## config.mk

```make
export PLATFORM = sky130hd
export DESIGN_NAME = supply_status_config_regs
export DESIGN_NICKNAME = d
export VERILOG_FILES = /design/src/verilog/supply_pkg.sv /design/src/verilog/supply_status_config_regs.sv /design/src/verilog/setpoint_store.sv
export VERILOG_INCLUDE_DIRS = /design/src /design/src/verilog
export SDC_FILE = /design/constraint.sdc
export NUM_CORES = 1
export LEC_CHECK = 0
export CAP_MARGIN = 20
export CORE_MARGIN = 2
export CORE_UTILIZATION = 40
export CTS_BUF_LIST = sky130_fd_sc_hd__clkbuf_4 sky130_fd_sc_hd__clkbuf_8
export CTS_CLUSTER_SIZE = 14
export DETAILED_ROUTE_END_ITERATION = 16
export DONT_BUFFER_PORTS = 1
export SYNTH_ARGS = -nofsm -noshare
export SYNTH_HDL_FRONTEND = slang
export SYNTH_HIERARCHICAL = 1
export SYNTH_SLANG_ARGS = --single-unit
```

## constraint.sdc

```tcl
create_clock -name ref_clk -period 6.05 [get_ports ref_clk]
set_input_delay 0.605 -clock ref_clk [delete_from_list [all_inputs] [get_ports ref_clk]]
set_output_delay 0.605 -clock ref_clk [all_outputs]
set_load 0.1 [all_outputs]
```

## src/verilog/supply_cfg.svh

```systemverilog
// offsets, field positions, reset values and timing counts of the register bank
`ifndef SUPPLY_CFG_SVH
`define SUPPLY_CFG_SVH

// ----------------------------------------------------------------
// register offsets
// ----------------------------------------------------------------
`define OFF_ON_OFF        16'h0000
`define OFF_OUTPUT_VOLTAGE_SETPOINT      16'h0020
`define OFF_VIN_READ      16'h0050
`define OFF_VOUT_READ     16'h0060
`define OFF_IOUT_READ     16'h0061
`define OFF_TEMP_READ     16'h0062
`define OFF_ICHG_SET      16'h00b0
`define OFF_VBST_SET      16'h00b1
`define OFF_VFLOAT_SET    16'h00b2
`define OFF_ITAPER_SET    16'h00b3
`define OFF_CC_LIMIT      16'h00b5
`define OFF_CV_LIMIT      16'h00b6
`define OFF_FLOAT_LIMIT   16'h00b7
`define OFF_CHG_STATUS    16'h00b8
`define OFF_STATUS        16'h00c1
`define OFF_GLOBAL        16'h00c2
`define OFF_UVP_SET       16'h00d0
`define OFF_FUVP_SET      16'h00d1
`define OFF_BACKUP        16'h00d2
`define OFF_VBAT_READ     16'h00d3
`define OFF_IBAT_READ     16'h00d4
`define OFF_BTEMP_READ    16'h00d5
`define OFF_AC_FAIL_LO    16'h00e0
`define OFF_AC_FAIL_HI    16'h00e1
`define OFF_AC_GOOD_LO    16'h00e2
`define OFF_AC_GOOD_HI    16'h00e3
`define OFF_BUFFER_TIME   16'h00e4

// ----------------------------------------------------------------
// field positions and reset values
// ----------------------------------------------------------------
`define GLOBAL_PRESET_LSB 1
`define BUFF_TIMEOUT_BIT  12
`define ON_OFF_RESET      16'h0001
`define PRESET_RESET      2'h1
`define SELF_TEST_RESET   1'h1
`define FORCED_OFF_RESET  1'h0
`define BUFF_TIMER_RESET  1'h0

// ----------------------------------------------------------------
// setpoint ranges and defaults (volts x100, amps x100, mains x10)
// ----------------------------------------------------------------
`define VOUT_MIN          16'h03e8
`define VOUT_MAX          16'h0578
`define VOUT_DEF          16'h04b0
`define ICHG_MIN          16'h0190
`define ICHG_MAX          16'h07d0
`define ICHG_DEF          16'h07d0
`define VBST_MIN          16'h0384
`define VBST_MAX          16'h05dc
`define VBST_DEF          16'h05a0
`define VFLOAT_MIN        16'h0384
`define VFLOAT_DEF        16'h0564
`define ITAPER_MIN        16'h0028
`define ITAPER_MAX        16'h00c8
`define ITAPER_DEF        16'h00c8
`define TIME_MIN          16'h003c
`define TIME_MAX          16'hfd20
`define TIME_DEF          16'h0258
`define UVP_MIN           16'h03c0
`define UVP_MAX           16'h04b0
`define UVP_DEF           16'h0414
`define FUVP_MIN          16'h0348
`define FUVP_MAX          16'h04b0
`define FUVP_DEF          16'h0348
`define AFL_MIN           16'h0334
`define AFL_MAX           16'h04b0
`define AFL_DEF           16'h0334
`define AFH_MIN           16'h0528
`define AFH_MAX           16'h071c
`define AFH_DEF           16'h06b4
`define AOL_MIN           16'h0366
`define AOL_MAX           16'h04e2
`define AOL_DEF           16'h0366
`define AOH_MIN           16'h055a
`define AOH_MAX           16'h074e
`define AOH_DEF           16'h0722

// ----------------------------------------------------------------
// timing
// ----------------------------------------------------------------
`define CLK_PERIOD_NS     10
`define MINUTE_S          60

`endif

```

## src/verilog/supply_pkg.sv

```systemverilog
// types shared by the supply register bank
package supply_pkg;

	typedef struct packed {
		logic [15:0] vin;
		logic [15:0] vout;
		logic [15:0] iout;
		logic [15:0] temp;
		logic [15:0] ibat;
		logic [15:0] bat_temp;
		logic [15:0] vbat;
	} telemetry_type;

	typedef struct packed {
		logic operating_mode_flag;
		logic nvm_access_error;
		logic init_done;
		logic dummy_load_active;
		logic oring_switch_forced_off;
		logic primary_pfc_good;
		logic secondary_output_good;
		logic parallel_role;
	} status_low_type;

	typedef struct packed {
		logic on_off;
		logic battery_self_test_enable;
		logic forced_start_shutdown_enable;
		logic buffering_timer_enable;
		logic buffering_timeout_flag;
	} control_type;

	typedef enum logic [1:0] {
		settle_a = 2'b00,
		settle_b = 2'b01,
		apply    = 2'b10,
		running  = 2'b11
	} init_state_type;

endpackage

```

## src/verilog/supply_status_config_regs.sv

```systemverilog
// status, configuration and setpoint register bank of the supply
//
// How it works
// - status bit 1 follows output voltage good
// - status bit 5 set once initialization ends
// - status bit 6 flags storage access failure
// - status bit 7 is backup mode
// - parallel role bit unsupported, reads 0
// - unsupported status flags read 0
// - reserved bits read 0, not writable
// - control source select unsupported, reads 0
// - power on preset sets on/off at start
// - battery self test enable, default 1
// - forced start shutdown enable, default 0
// - buffering timer enable, default 0
// - charger status flags buffering timeout
`timescale 1ns/1ps
`include "supply_cfg.svh"
module supply_status_config_regs #(
	parameter longint unsigned MINUTE_CYCLES =
		`MINUTE_S * 64'd1000000000 / `CLK_PERIOD_NS
) (
	input  wire logic                       ref_clk,
	input  wire logic                       resetn,
	input  wire logic                       reg_req,
	input  wire logic                       reg_write,
	input  wire logic [15:0]                reg_addr,
	input  wire logic [15:0]                reg_wdata,
	output logic      [15:0]                reg_rdata,
	output logic                            reg_ack,
	output logic                            reg_error,
	input  wire supply_pkg::telemetry_type  telemetry,
	input  wire logic                       dc_good_pin,
	input  wire logic                       init_complete_pin,
	input  wire logic                       nvm_error_pin,
	input  wire logic                       backup_mode_pin,
	input  wire logic                       prev_on_pin,
	output supply_pkg::control_type         control
);
	import supply_pkg::*;

	if (MINUTE_CYCLES < 1 || MINUTE_CYCLES > 64'h1ffffffff) begin : g_check
		$error("minute count must fit 33 bits");
	end

	localparam int SETPOINTS = 15;
	localparam logic [32:0] MINUTE_LAST = 33'(MINUTE_CYCLES - 1);
	localparam logic [SETPOINTS*16-1:0] SETPOINT_INIT = {
		`TIME_DEF, `AOH_DEF, `AOL_DEF, `AFH_DEF, `AFL_DEF,
		`FUVP_DEF, `UVP_DEF, `TIME_DEF, `TIME_DEF, `TIME_DEF,
		`ITAPER_DEF, `VFLOAT_DEF, `VBST_DEF, `ICHG_DEF, `VOUT_DEF
	};

	// ----------------------------------------------------------------
	// pin synchronisers
	// ----------------------------------------------------------------
	logic [4:0] pin_raw;
	logic [4:0] sync_a;
	logic [4:0] sync_b;
	assign pin_raw = {prev_on_pin, backup_mode_pin, nvm_error_pin,
		init_complete_pin, dc_good_pin};

	for (genvar i = 0; i < 5; i++) begin : g_sync
		always_ff @(posedge ref_clk or negedge resetn) begin
			if (!resetn) begin
				sync_a[i] <= 1'b0;
				sync_b[i] <= 1'b0;
			end else begin
				sync_a[i] <= pin_raw[i];
				sync_b[i] <= sync_a[i];
			end
		end
	end

	logic dc_good_s;
	logic init_complete_s;
	logic nvm_error_s;
	logic backup_s;
	logic prev_on_s;
	assign dc_good_s       = sync_b[0];
	assign init_complete_s = sync_b[1];
	assign nvm_error_s     = sync_b[2];
	assign backup_s        = sync_b[3];
	assign prev_on_s       = sync_b[4];

	// ----------------------------------------------------------------
	// start-up sequencing
	// ----------------------------------------------------------------
	// two settle states let the synchronisers fill before the
	// previous on/off value is trusted
	init_state_type state;
	always_ff @(posedge ref_clk or negedge resetn) begin
		if (!resetn) begin
			state <= settle_a;
		end else begin
			unique case (state)
				settle_a: state <= settle_b;
				settle_b: state <= apply;
				apply:    state <= running;
				running:  state <= running;
			endcase
		end
	end

	// ----------------------------------------------------------------
	// status word
	// ----------------------------------------------------------------
	status_low_type status;
	always_ff @(posedge ref_clk or negedge resetn) begin
		if (!resetn) begin
			status <= '0;
		end else begin
			status                         <= '0;
			status.secondary_output_good   <= dc_good_s;
			status.init_done               <= (state == running) &&
				init_complete_s;
			status.nvm_access_error        <= nvm_error_s;
			status.operating_mode_flag     <= backup_s;
		end
	end

	// ----------------------------------------------------------------
	// bus decode
	// ----------------------------------------------------------------
	logic [15:0] setpoint [SETPOINTS];
	logic [SETPOINTS*16-1:0] store_contents;
	for (genvar i = 0; i < SETPOINTS; i++) begin : g_view
		assign setpoint[i] = store_contents[i*16 +: 16];
	end

	function automatic logic [4:0] sp_decode(input logic [15:0] a);
		logic [4:0] r;
		r = 5'h00;
		case (a)
			`OFF_OUTPUT_VOLTAGE_SETPOINT:    r = 5'h10;
			`OFF_ICHG_SET:    r = 5'h11;
			`OFF_VBST_SET:    r = 5'h12;
			`OFF_VFLOAT_SET:  r = 5'h13;
			`OFF_ITAPER_SET:  r = 5'h14;
			`OFF_CC_LIMIT:    r = 5'h15;
			`OFF_CV_LIMIT:    r = 5'h16;
			`OFF_FLOAT_LIMIT: r = 5'h17;
			`OFF_UVP_SET:     r = 5'h18;
			`OFF_FUVP_SET:    r = 5'h19;
			`OFF_AC_FAIL_LO:  r = 5'h1a;
			`OFF_AC_FAIL_HI:  r = 5'h1b;
			`OFF_AC_GOOD_LO:  r = 5'h1c;
			`OFF_AC_GOOD_HI:  r = 5'h1d;
			`OFF_BUFFER_TIME: r = 5'h1e;
			default:          r = 5'h00;
		endcase
		return r;
	endfunction

	// float voltage is bounded above by the boost voltage in force
	function automatic logic in_range(input logic [3:0] idx,
		input logic [15:0] v, input logic [15:0] vbst);
		logic ok;
		ok = 1'b0;
		case (idx)
			4'h0: ok = v >= `VOUT_MIN && v <= `VOUT_MAX;
			4'h1: ok = v >= `ICHG_MIN && v <= `ICHG_MAX;
			4'h2: ok = v >= `VBST_MIN && v <= `VBST_MAX;
			4'h3: ok = v >= `VFLOAT_MIN && v <= vbst;
			4'h4: ok = v >= `ITAPER_MIN && v <= `ITAPER_MAX;
			4'h8: ok = v >= `UVP_MIN && v <= `UVP_MAX;
			4'h9: ok = v >= `FUVP_MIN && v <= `FUVP_MAX;
			4'ha: ok = v >= `AFL_MIN && v <= `AFL_MAX;
			4'hb: ok = v >= `AFH_MIN && v <= `AFH_MAX;
			4'hc: ok = v >= `AOL_MIN && v <= `AOL_MAX;
			4'hd: ok = v >= `AOH_MIN && v <= `AOH_MAX;
			default: ok = v >= `TIME_MIN && v <= `TIME_MAX;
		endcase
		return ok;
	endfunction

	logic [4:0] sp_hit;
	logic       write_req;
	logic       sp_ok;
	logic       sp_write;
	assign sp_hit    = sp_decode(reg_addr);
	assign write_req = reg_req && reg_write;
	assign sp_ok     = in_range(sp_hit[3:0], reg_wdata, setpoint[2]);
	assign sp_write  = write_req && sp_hit[4] && sp_ok;

	setpoint_store #(
		.WIDTH (16),
		.DEPTH (SETPOINTS),
		.INIT  (SETPOINT_INIT)
	) u_store (
		.ref_clk     (ref_clk),
		.resetn      (resetn),
		.write_en    (sp_write),
		.write_index (sp_hit[3:0]),
		.write_data  (reg_wdata),
		.contents    (store_contents)
	);

	// ----------------------------------------------------------------
	// on/off command and power-on preset
	// ----------------------------------------------------------------
	logic on_off;
	logic [1:0] preset;
	logic on_ok;
	assign on_ok = reg_wdata[15:1] == 15'h0000;
	always_ff @(posedge ref_clk or negedge resetn) begin
		if (!resetn) begin
			on_off <= 1'(`ON_OFF_RESET);
		end else if (state == apply) begin
			unique case (preset)
				2'b00: on_off <= 1'b0;
				2'b01: on_off <= 1'b1;
				2'b10: on_off <= prev_on_s;
				2'b11: on_off <= on_off;
			endcase
		end else if (write_req && reg_addr == `OFF_ON_OFF && on_ok) begin
			on_off <= reg_wdata[0];
		end
	end

	// only the preset field is stored; control source stays at 0
	always_ff @(posedge ref_clk or negedge resetn) begin
		if (!resetn) begin
			preset <= `PRESET_RESET;
		end else if (write_req && reg_addr == `OFF_GLOBAL &&
			reg_wdata[`GLOBAL_PRESET_LSB +: 2] != 2'b11) begin
			preset <= reg_wdata[`GLOBAL_PRESET_LSB +: 2];
		end
	end

	// ----------------------------------------------------------------
	// backup settings
	// ----------------------------------------------------------------
	logic self_test_en;
	logic forced_off_en;
	logic buff_timer_en;
	always_ff @(posedge ref_clk or negedge resetn) begin
		if (!resetn) begin
			self_test_en  <= `SELF_TEST_RESET;
			forced_off_en <= `FORCED_OFF_RESET;
			buff_timer_en <= `BUFF_TIMER_RESET;
		end else if (write_req && reg_addr == `OFF_BACKUP) begin
			self_test_en  <= reg_wdata[0];
			forced_off_en <= reg_wdata[1];
			buff_timer_en <= reg_wdata[2];
		end
	end

	// ----------------------------------------------------------------
	// buffering timer
	// ----------------------------------------------------------------
	// counts whole minutes of backup operation; leaving backup mode
	// restarts it, so the flag describes the current outage only
	logic [32:0] tick_count;
	logic [15:0] minutes;
	logic        timing;
	logic        buff_timeout;
	assign timing = buff_timer_en && backup_s;
	always_ff @(posedge ref_clk or negedge resetn) begin
		if (!resetn) begin
			tick_count <= '0;
			minutes    <= '0;
		end else if (!timing) begin
			tick_count <= '0;
			minutes    <= '0;
		end else if (tick_count == MINUTE_LAST) begin
			tick_count <= '0;
			if (minutes != 16'hffff) begin
				minutes <= minutes + 16'h0001;
			end
		end else begin
			tick_count <= tick_count + 33'h000000001;
		end
	end

	always_ff @(posedge ref_clk or negedge resetn) begin
		if (!resetn) begin
			buff_timeout <= 1'b0;
		end else if (timing && minutes >= setpoint[14]) begin
			buff_timeout <= 1'b1;
		end else if (!backup_s) begin
			buff_timeout <= 1'b0;
		end
	end

	assign control = '{on_off, self_test_en, forced_off_en,
		buff_timer_en, buff_timeout};

	// ----------------------------------------------------------------
	// read mux and answer
	// ----------------------------------------------------------------
	logic [15:0] next_rdata;
	logic        next_error;
	always_comb begin
		next_rdata = 16'h0000;
		next_error = 1'b0;
		if (sp_hit[4]) begin
			next_rdata = setpoint[sp_hit[3:0]];
			next_error = reg_write && !sp_ok;
		end else begin
			case (reg_addr)
				`OFF_ON_OFF: begin
					next_rdata = {15'h0000, on_off};
					next_error = reg_write && !on_ok;
				end
				`OFF_GLOBAL: next_rdata = {13'h0000, preset, 1'b0};
				`OFF_BACKUP: next_rdata = {13'h0000, buff_timer_en,
					forced_off_en, self_test_en};
				`OFF_STATUS: next_rdata = {8'h00, status};
				`OFF_CHG_STATUS:
					next_rdata = 16'(buff_timeout) << `BUFF_TIMEOUT_BIT;
				`OFF_VIN_READ:   next_rdata = telemetry.vin;
				`OFF_VOUT_READ:  next_rdata = telemetry.vout;
				`OFF_IOUT_READ:  next_rdata = telemetry.iout;
				`OFF_TEMP_READ:  next_rdata = telemetry.temp;
				`OFF_VBAT_READ:  next_rdata = telemetry.vbat;
				`OFF_IBAT_READ:  next_rdata = telemetry.ibat;
				`OFF_BTEMP_READ: next_rdata = telemetry.bat_temp;
				default:         next_error = 1'b1;
			endcase
			if (reg_write && (reg_addr == `OFF_STATUS ||
				reg_addr == `OFF_CHG_STATUS ||
				reg_addr == `OFF_VIN_READ || reg_addr == `OFF_VOUT_READ ||
				reg_addr == `OFF_IOUT_READ || reg_addr == `OFF_TEMP_READ ||
				reg_addr == `OFF_VBAT_READ || reg_addr == `OFF_IBAT_READ ||
				reg_addr == `OFF_BTEMP_READ)) begin
				next_error = 1'b1;
			end
		end
	end

	always_ff @(posedge ref_clk or negedge resetn) begin
		if (!resetn) begin
			reg_ack   <= 1'b0;
			reg_rdata <= 16'h0000;
			reg_error <= 1'b0;
		end else begin
			reg_ack   <= reg_req;
			reg_rdata <= (reg_req && !reg_write) ? next_rdata : 16'h0000;
			reg_error <= reg_req && next_error;
		end
	end
endmodule

```

## src/verilog/setpoint_store.sv

```systemverilog
// register store for the writable setpoints
`timescale 1ns/1ps
module setpoint_store #(
	parameter int                     WIDTH = 16,
	parameter int                     DEPTH = 15,
	parameter logic [DEPTH*WIDTH-1:0] INIT  = '0
) (
	input  wire logic                     ref_clk,
	input  wire logic                     resetn,
	input  wire logic                     write_en,
	input  wire logic [3:0]               write_index,
	input  wire logic [WIDTH-1:0]         write_data,
	output logic      [DEPTH*WIDTH-1:0]   contents
);

	if (DEPTH < 1 || DEPTH > 16 || WIDTH < 1) begin : g_check
		$error("setpoint_store: depth must be 1..16");
	end

	// ----------------------------------------------------------------
	// one word per entry, all readable in parallel
	// ----------------------------------------------------------------
	for (genvar i = 0; i < DEPTH; i++) begin : g_entry
		always_ff @(posedge ref_clk or negedge resetn) begin
			if (!resetn) begin
				contents[i*WIDTH +: WIDTH] <= INIT[i*WIDTH +: WIDTH];
			end else if (write_en && write_index == 4'(i)) begin
				contents[i*WIDTH +: WIDTH] <= write_data;
			end
		end
	end

endmodule

```

Word level (Yosys, flattened, before mapping)
Index checks and enable logic that the tools add are counted.
W data, S select, Z words.

word-level totals
  output and inout bits = 23
  flip-flop bits (word level) = 330
  ROM bits = 0
  memories kept = 0
  logic and storage cells = 206
  bits in latches = 0
  bits in writable memories = 0

cells by class
  reductions and logical operators = 64
  $add $sub $neg = 2
  shifts and indexed selects = 0
  multiplexer cells = 22
  equal/unequal tests = 53
  bitwise gates (word level) = 1
  divide/modulo/power cells = 0
  $mul = 0
  $lt $le $gt $ge = 23

operators with widths
  operator                 number
  $eq A16 B8 Y1 const B    21
  $pmux W16 S12            1
  $le A16 B11 Y1 const B   7
  $mux W16                 7
  $ge A16 B10 Y1 const B   6
  $pmux W5 S15             1
  $mux W33                 2
  $bmux W16 S4             1
  $eq A16 B7 Y1 const B    4
  $logic_and A1 B1 Y1      43
  $add A33 B1 Y33 const B  1
  $eq A33 B33 Y1 const B   1
  $ge A16 B11 Y1 const B   2
  $ge A16 B6 Y1 const B    2
  $eq A4 B4 Y1 const B     7
  $add A16 B1 Y16 const B  1
  $eq A16 B6 Y1 const B    1
  $eq A4 B3 Y1 const B     4
  $ge A16 B16 Y1           1
  $ge A16 B9 Y1 const B    1
  $le A16 B16 Y1           1
  $le A16 B16 Y1 const B   1
  $le A16 B8 Y1 const B    1
  $logic_not A16 Y1        1
  other kinds (23)         47

Depth between registers and ports, before layout
Gate-level depths: netlist of run 1.

  word-level depth = 13
  gate-level depth with buffers = 15
  depth with buffers taken out = 12

Modules after synthesis
The synthesis of run 1 kept the hierarchy.

modules (own cells, without submodules)
  module                     times used  cells each  area an instance (um^2)  sequential area each (um^2)
  setpoint_store             1           540         9,128.8                  6,089.6
  supply_status_config_regs  1           1,055       8,690.8                  2,255.9

Worst setup path before layout of run 1
Ideal clock, no wire load.

  path type = in2reg
  from = input port reg_addr[3]
  to = register u_store.contents[38]
  path slack = 2,082 ps
  path buffers = 3
  stages on the path = 14
  setup time = 125 ps
  arrival time = 3,844 ps
  data required time = 5,925 ps
  cells stage by stage = buf_2 > or4b_4 > a211o_4 > a21o_4 > clkinv_2 > buf_6 > nand2_1 > nor4b_1 > or3_1 > o21a_1 > nor3b_2 > nand3b_1 > buf_2 > mux2_2

between the ends
  cells in the longest elaborated chain, start to end = 6
  elaborated cells on any way between the ends = 31

ends and longest elaborated chain
  what                                            line                              source
  start: declaration                              supply_status_config_regs.sv:27   input wire logic [15:0] reg_addr,
  $eq A16 B8 Y1 or $eq A16 B6 Y1 (tied branches)  supply_status_config_regs.sv:134  case (a)
  $pmux W5 S15 *                                  supply_status_config_regs.sv:134
  $eq A4 B4 Y1, or another cell as far along      supply_status_config_regs.sv:160  case (idx)
  $pmux W1 S11                                    supply_status_config_regs.sv:160
  $logic_and A1 B1 Y1 *                           supply_status_config_regs.sv:184  assign sp_write = write_req && sp_hit[4] && sp_ok;
  net sp_write                                    supply_status_config_regs.sv:180  logic sp_write;
  $logic_and A1 B1 Y1 *                           setpoint_store.sv:27              end else if (write_en && write_index == 4'(i)) begin
  end signal: indexed assignment                  setpoint_store.sv:26              contents[i*WIDTH +: WIDTH] <= INIT[i*WIDTH +: WIDTH];
  end signal: indexed assignment                  setpoint_store.sv:28              contents[i*WIDTH +: WIDTH] <= write_data;
  end: declaration                                setpoint_store.sv:13              output logic [DEPTH*WIDTH-1:0] contents

The timed path passes the listed nets; every way through them passes the cells marked *.
A chain may end at the register's enable or synchronous reset.

Final worst setup path of run 1
  from = input port reg_addr[9]
  to = register u_store.contents[19]

Same word-level chain as after synthesis.

==> flow_summary.json, run 1 <==
{
  "status": "finished with violations",
  "violations": "negative hold slack",
  "synth_seq_cells": 330,
  "muxShareOfSynthArea": 0.220,
  "ios": 176,
  "nNetsFinal": 1759,
  "yosysTopAreaCellShare": 0.365,
  "hold_violations": 263,
  "cts_sinks": 330,
  "initial_core_util": 0.404,
  "p_leak_nw": 8.14,
  "setup_violations": 0,
  "post-place-ws_ns": 1.16,
  "antenna_found_initial": 5,
  "grt_pass1_vias": 13300,
  "worst_slew_pin_slew_ns": 1.14,
  "synth_most_common_cell": "dfrtp_1",
  "clk_latency_ns": 0.64,
  "period_share": 0.728,
  "num_rows": 77,
  "dieWidth_um": 215,
  "synth_fa_ha_area_frac": 0.0260,
  "crit_arrival_ns": 4.89,
  "min_period_ns": 4.40,
  "grt.total_usage": 0.230,
  "critPathKind": "in2reg",
  "cts_inserted_buffers": 54,
  "relSlewSlack": 0.241,
  "hold_buffers": 5,
  "htree_num_levels": 2,
  "synth_warnings": 6,
  "synth.distinct_cells": 81,
  "die_area_um2": 46300,
  "synth_simple_gate_area_frac": 0.122,
  "cts_tree": "done",
  "holdWs_ns": -0.319,
  "gp_congestion": 0.930,
  "synth_top_area_cell": "dfrtp_1",
  "async_flop_share": 1.00,
  "hold_class": "in2async",
  "coreArea_um2": 44100,
  "avgRoutedWirePerCell_um": 24.4,
  "netlist_top_cells_count": "dfrtp_1 (260), mux2_2 (246), nand2_1 (110)",
  "cts_resized": 0,
  "die_h_um": 215,
  "syn_area_per_cell_um2": 11.2,
  "detail-route-antenna-nets": 0,
  "synth_top_family_by_area": "multiplexers",
  "power.total_mw": 4.45,
  "cp_max_fo": 40,
  "viasPerCell": 5.94,
  "final_layout_size_suffix_gt1_frac": 0.295,
  "routed_wl_mm": 54.0,
  "cap_violations": 0,
  "area_growth_pct": 9.35,
  "drtIter0Drc": 1093,
  "grt_pass1_wl_mm": 81.9,
  "synth_cells": 1595,
  "critPathLaunchType": "input pin",
  "post-route-util": 0.442,
  "synthTopCellsByArea": "dfrtp_1 (37%), mux2_2 (16%), dfstp_2 (10%)",
  "layout_setup_ws_ns": 1.65,
  "peakVddDrop_mv": 0.149,
  "synth_nets": 1785,
  "synthFlopType": "dfrtp_1",
  "vias": 13100,
  "post-cts-setup-buffers": 0,
  "crit_required_ns": 6.54,
  "power.density_nw_per_um2": 228,
  "cts_root_buf": "clkbuf_8",
  "setup-tns-final_ns": 0,
  "dp_hpwl_mm": 36.4,
  "synthXorXnorAreaFrac": 0.0221,
  "netlist_area_um2": 17800,
  "port_buffers": 0,
  "max_freq_ghz": 0.227,
  "firstDrtPassIters": 6,
  "synth_compound_area_frac": 0.0956,
  "fin_worst_skew_ns": 0.0616,
  "end_kind": "flip-flop",
  "final-max-slew-violation-count": 0,
  "clockBufferDepth": 3,
  "synth_edf_count": 0,
  "path_clk_slew_ns": 0.06,
  "drc_errors": 0,
  "overflow": 0,
  "synth-seq-area-share": 0.468,
  "grt_max_degree": 331,
  "rsz0062_at_grt": "no"
}
## metrics by stage
step / hold slack (ns) / cells / area (um2)
floorplan: 0.309 / 1595 / 17800
global placement: 0.323 / 2099 / 18200
detailed placement: 0.324 / 2099 / 18200
CTS: -0.352 / 2206 / 19500
global route: -0.353 / 2211 / 19500
finish: -0.319 / 2212 / 19500
## registers in the layout, indices dropped and copies added (netlist names), 2 cells and up
name              count
minutes              16
preset                2
reg_rdata            16
state                 2
status                4
sync_a                5
tick_count           33
u_store/contents    240
## metal layers
layer | part of all wire | wire (um) | track usage | vias up
met2 | 0.46 | 24800 | 0.369 | 579
met5 | 0.00030 | 16 | 0 | -
met3 | 0.072 | 3890 | 0.0450 | 124
met4 | 0.037 | 1970 | 0.0880 | 2
li1 | - | - | - | 5799
met1 | 0.43 | 23200 | 0.307 | 6632
## logic make-up (layout without fill, tap and decap cells)
kind of cell | Yosys count | count (layout)
muxes | 358 | 358
adders and majority gates | 37 | 37
buffers and inverters | 171 | 191
and+or+nand+nor | 421 | 421
other | 0 | 5
AOI/OAI and AO/OA | 233 | 233
DFF | 330 | 330
xor gates and xnor gates | 45 | 45
## where the power goes
part	total, mW	switching, mW	internal (mW)
sequential	2.23	0.00991	2.22
combinational	0.0587	0.0313	0.0274
clock	2.17	0.927	1.24
total	4.45	0.968	3.48
## worst paths after layout
kind | startpoint | to | slack, ns | cells past startpoint
setup / recovery | reg_addr[9] | u_store/contents[19]$_DFFE_PN0P_ | 1.65 | 11
hold reg to reg | sync_a[3]$_DFF_PN0_ | backup_s$_DFF_PN0_ | 0.35 | 0
hold / removal | resetn | buff_timer_en$_DFFE_PN0P_ | -0.32 | 0
setup reg to reg | u_store/contents[37]$_DFFE_PN1P_ | u_store/contents[19]$_DFFE_PN0P_ | 1.78 | 12
min in group ref_clk | backup_mode_pin | sync_a[3]$_DFF_PN0_ | 0.05 | 0
max in group asynchronous | resetn | u_store/contents[91]$_DFFE_PN0P_ | 5.48 | 0
## cell type report
class                           instances  area [um2]
Inverter                               61         233
Antenna cell                            5        12.5
Clock inverter                          9        78.8
Tap cell                              592         741
Multi-Input combinational cell       1094        8690
Fill cell                            4186       24600
Timing Repair Buffer                   28         226
Clock buffer                           93        1150
Sequential cell                       330        8350
## worst max-delay path: stages
cell      delay (ns)
nor4_2          0.52
nand3_1         0.44
a21o_4          0.50
inv_4           0.33
a21oi_1         0.08
nor4_1          0.30
o31a_1          0.23
o21a_1          0.21
nor3b_2         0.30
nand3b_1        0.76
mux2_2          0.56
## cell usage in the layout, fill, tap and decap left out, types with 6 or more instances in the layout
| master | count |
|---|---|
| buf_4 | 22 |
| nor4_1 | 12 |
| o211ai_1 | 9 |
| dfrtp_1 | 260 |
| clkbuf_8 | 73 |
| nor2b_1 | 9 |
| and2_1 | 6 |
| dfstp_2 | 70 |
| nand3b_1 | 6 |
| a21oi_1 | 42 |
| inv_1 | 59 |
| mux2i_1 | 109 |
| a31oi_1 | 6 |
| a222oi_1 | 29 |
| or4_1 | 7 |
| and3_1 | 19 |
| a21o_1 | 7 |
| clkbuf_4 | 20 |
| nor2_2 | 8 |
| or3_1 | 10 |
| o22ai_1 | 14 |
| and4_1 | 9 |
| xnor2_1 | 13 |
| a22oi_1 | 9 |
| nand4_1 | 26 |
| xor2_1 | 32 |
| nand2_1 | 110 |
| ha_1 | 37 |
| nor3_1 | 18 |
| nand3_1 | 56 |
| o21ai_0 | 28 |
| nor2_1 | 89 |
| o31ai_1 | 12 |
| mux2_2 | 246 |
| a211oi_1 | 25 |
| clkinv_2 | 6 |
Power figures use the tool's default switching activity.
==> run 2: changes to the inputs <==
==> constraint.sdc (replaced) <==
create_clock -name ref_clk -period 4.3 [get_ports ref_clk]
set_input_delay 0.43 -clock ref_clk [delete_from_list [all_inputs] [get_ports ref_clk]]
set_output_delay 0.43 -clock ref_clk [all_outputs]
set_load 0.1 [all_outputs]
==> run 2 against run 1 <==
Clock-buffer cell count down 1. Global-route usage up 0.92 points. The flow still finishes with violations (negative hold slack). Highest routed layer is now met4. Final area up 2.6%.
==> flow_summary.json, run 2 (synthesized netlist as in run 1, its figures left out) <==
{
  "grt.total_usage": 0.239,
  "setup_violations": 0,
  "drtIter0Drc": 1093,
  "avgRoutedWirePerCell_um": 24.6,
  "layout_common_cells": "dfrtp_1 (260), mux2_2 (246), nand2_1 (110)",
  "fin_worst_skew_ns": 0.0224,
  "rsz0062_at_grt": "no",
  "p_sw_frac": 0.220,
  "gp_congestion": 0.941,
  "rrSetupSlack_ns": 0.30,
  "nNetsFinal": 1810,
  "clk_latency_ns": 0.62,
  "cts_sinks": 330,
  "period_share": 0.931,
  "cts_inserted_buffers": 55,
  "hold_violations": 273,
  "clockBufferDepth": 3,
  "port_buffers": 0,
  "setup-tns-final_ns": 0,
  "rr_worst_depth": 12,
  "p_comb_frac": 0.022,
  "viasPerCell": 5.88,
  "final_cell_area_um2": 20000,
  "holdWs_ns": -0.479,
  "drc_errors": 0,
  "largest_register": "u_store/contents",
  "relSlewSlack": 0.208,
  "detail-route-antenna-nets": 0,
  "routed_wl_mm": 55.7,
  "timing.rr.end": "u_store/contents[96]$_DFFE_PN0P_",
  "critPathLaunchType": "flip-flop",
  "power.switching_mw": 1.42,
  "min_period_ns": 4.00,
  "crit_required_ns": 4.78,
  "firstDrtPassIters": 8,
  "die_h_um": 215,
  "cts_resized": 0,
  "power.total_mw": 6.46,
  "critPathKind": "reg2reg",
  "largestRegisters": "u_store/contents (240), tick_count (33)",
  "cts_root_buf": "clkbuf_8",
  "end_kind": "flip-flop",
  "grt_max_degree": 331,
  "final_common_cell": "dfrtp_1",
  "overflow": 0,
  "p_clk_frac": 0.494,
  "vias": 13300,
  "final_layout_size_suffix_gt1_frac": 0.306,
  "cp_max_fo": 16,
  "hold_class": "in2async",
  "dieWidth_um": 215,
  "antenna_found_initial": 10,
  "path_clk_slew_ns": 0.07,
  "cap_violations": 0,
  "power.density_nw_per_um2": 323,
  "status": "finished with violations",
  "largest_register_ffs": 240,
  "dpl_cell_area_um2": 18500,
  "crit_arrival_ns": 4.49,
  "fill_cells": 4181,
  "power.internal_mw": 5.04,
  "violations": "negative hold slack",
  "cts_tree": "done",
  "dp_hpwl_mm": 36.8,
  "reg2reg_from": "u_store/contents[37]$_DFFE_PN1P_",
  "worst_slew_pin_slew_ns": 1.19,
  "grt_pass1_wl_mm": 84.5,
  "num_rows": 77,
  "ios": 176,
  "die_area_um2": 46300,
  "p_leak_nw": 8.39,
  "htree_num_levels": 2,
  "final-max-slew-violation-count": 0,
  "grt_pass1_vias": 13500,
  "initial_core_util": 0.404,
  "hold_buffers": 22,
  "peakVddDrop_mv": 0.192,
  "max_freq_ghz": 0.250,
  "area_growth_pct": 12.2,
  "coreArea_um2": 44100,
  "p_seq_frac": 0.485
}
## run 2: changes by cell type in the layout (fill, tap and decap cells not counted), sizes merged
cell,delta
clkinv,-1
bufinv,+2
clkinvlp,+1
buf,+33
clkbuf,-1
diode,+3
dlygate4sd3,+17
## run 2: per-layer routing
metal	track usage	share of wire
met4	0.112	0.046
met2	0.376	0.45
met3	0.0518	0.068
met1	0.315	0.44
met5	0	0
## run 2: what timing repair did
item | CTS | global route
endpoints found under the setup margin | 0 | 0
setup buffers | 0 | 0
hold endpoints to repair | 581 | 330
## run 2: worst max path at each step
stage,slack (ns),cells past startpoint,startpoint,endpoint
after global routing,0.11,12,u_store/contents[37]$_DFFE_PN1P_,u_store/contents[96]$_DFFE_PN0P_
after CTS,0.33,12,u_store/contents[37]$_DFFE_PN1P_,u_store/contents[96]$_DFFE_PN0P_
final,0.30,12,u_store/contents[37]$_DFFE_PN1P_,u_store/contents[96]$_DFFE_PN0P_
after floorplan,0.51,14,reg_addr[3],u_store/contents[38]$_DFFE_PN0P_
after global placement,0.23,10,reg_wdata[11],u_store/contents[163]$_DFFE_PN0P_
after detailed placement,0.27,11,reg_addr[1],u_store/contents[96]$_DFFE_PN0P_
## run 2: final cells by class
cell class,instances,area (um2),share of cell area
sequential,330,8350,0.417
multi-input combinational,1094,8690,0.435
clock inverter,11,141,0.00707
clock buffer,92,1150,0.0577
timing repair buffer,78,673,0.0337
tap,592,741,0.0370
antenna,8,20.0,0.00100
inverter,61,233,0.0116
## run 2: through the flow
step	setup WS (ns)	util	instances	hold WS, ns
finish	0.296	0.453	2266	-0.479
global route	0.111	0.453	2264	-0.510
CTS	0.332	0.453	2257	-0.507
detailed placement	0.275	0.418	2132	0.149
global placement	0.228	0.418	2131	0.149
floorplan	0.507	-	1595	0.134
## run 2: power by group through the flow
stage	clock network (mW)	registers, mW	logic [mW]
6_report	3.19	3.13	0.140
5_1_grt	3.40	3.13	0.151
4_1_cts	3.26	3.13	0.138
3_5_place_dp	0	3.18	0.0790
3_3_place_gp	0	3.18	0.0794
2_1_floorplan	0	3.18	0.0973
## run 2: worst max-delay path, stage by stage, from the launching register on
cell      delay [ns]
dfstp_2         0.53
inv_1           0.05
ha_1            0.29
a21oi_1         0.16
o21ai_0         0.11
a221o_1         0.30
o311a_1         0.36
nor4_1          0.21
o31a_1          0.24
o21a_1          0.22
nand3b_1        0.16
nor2_2          0.84
mux2_2          0.42
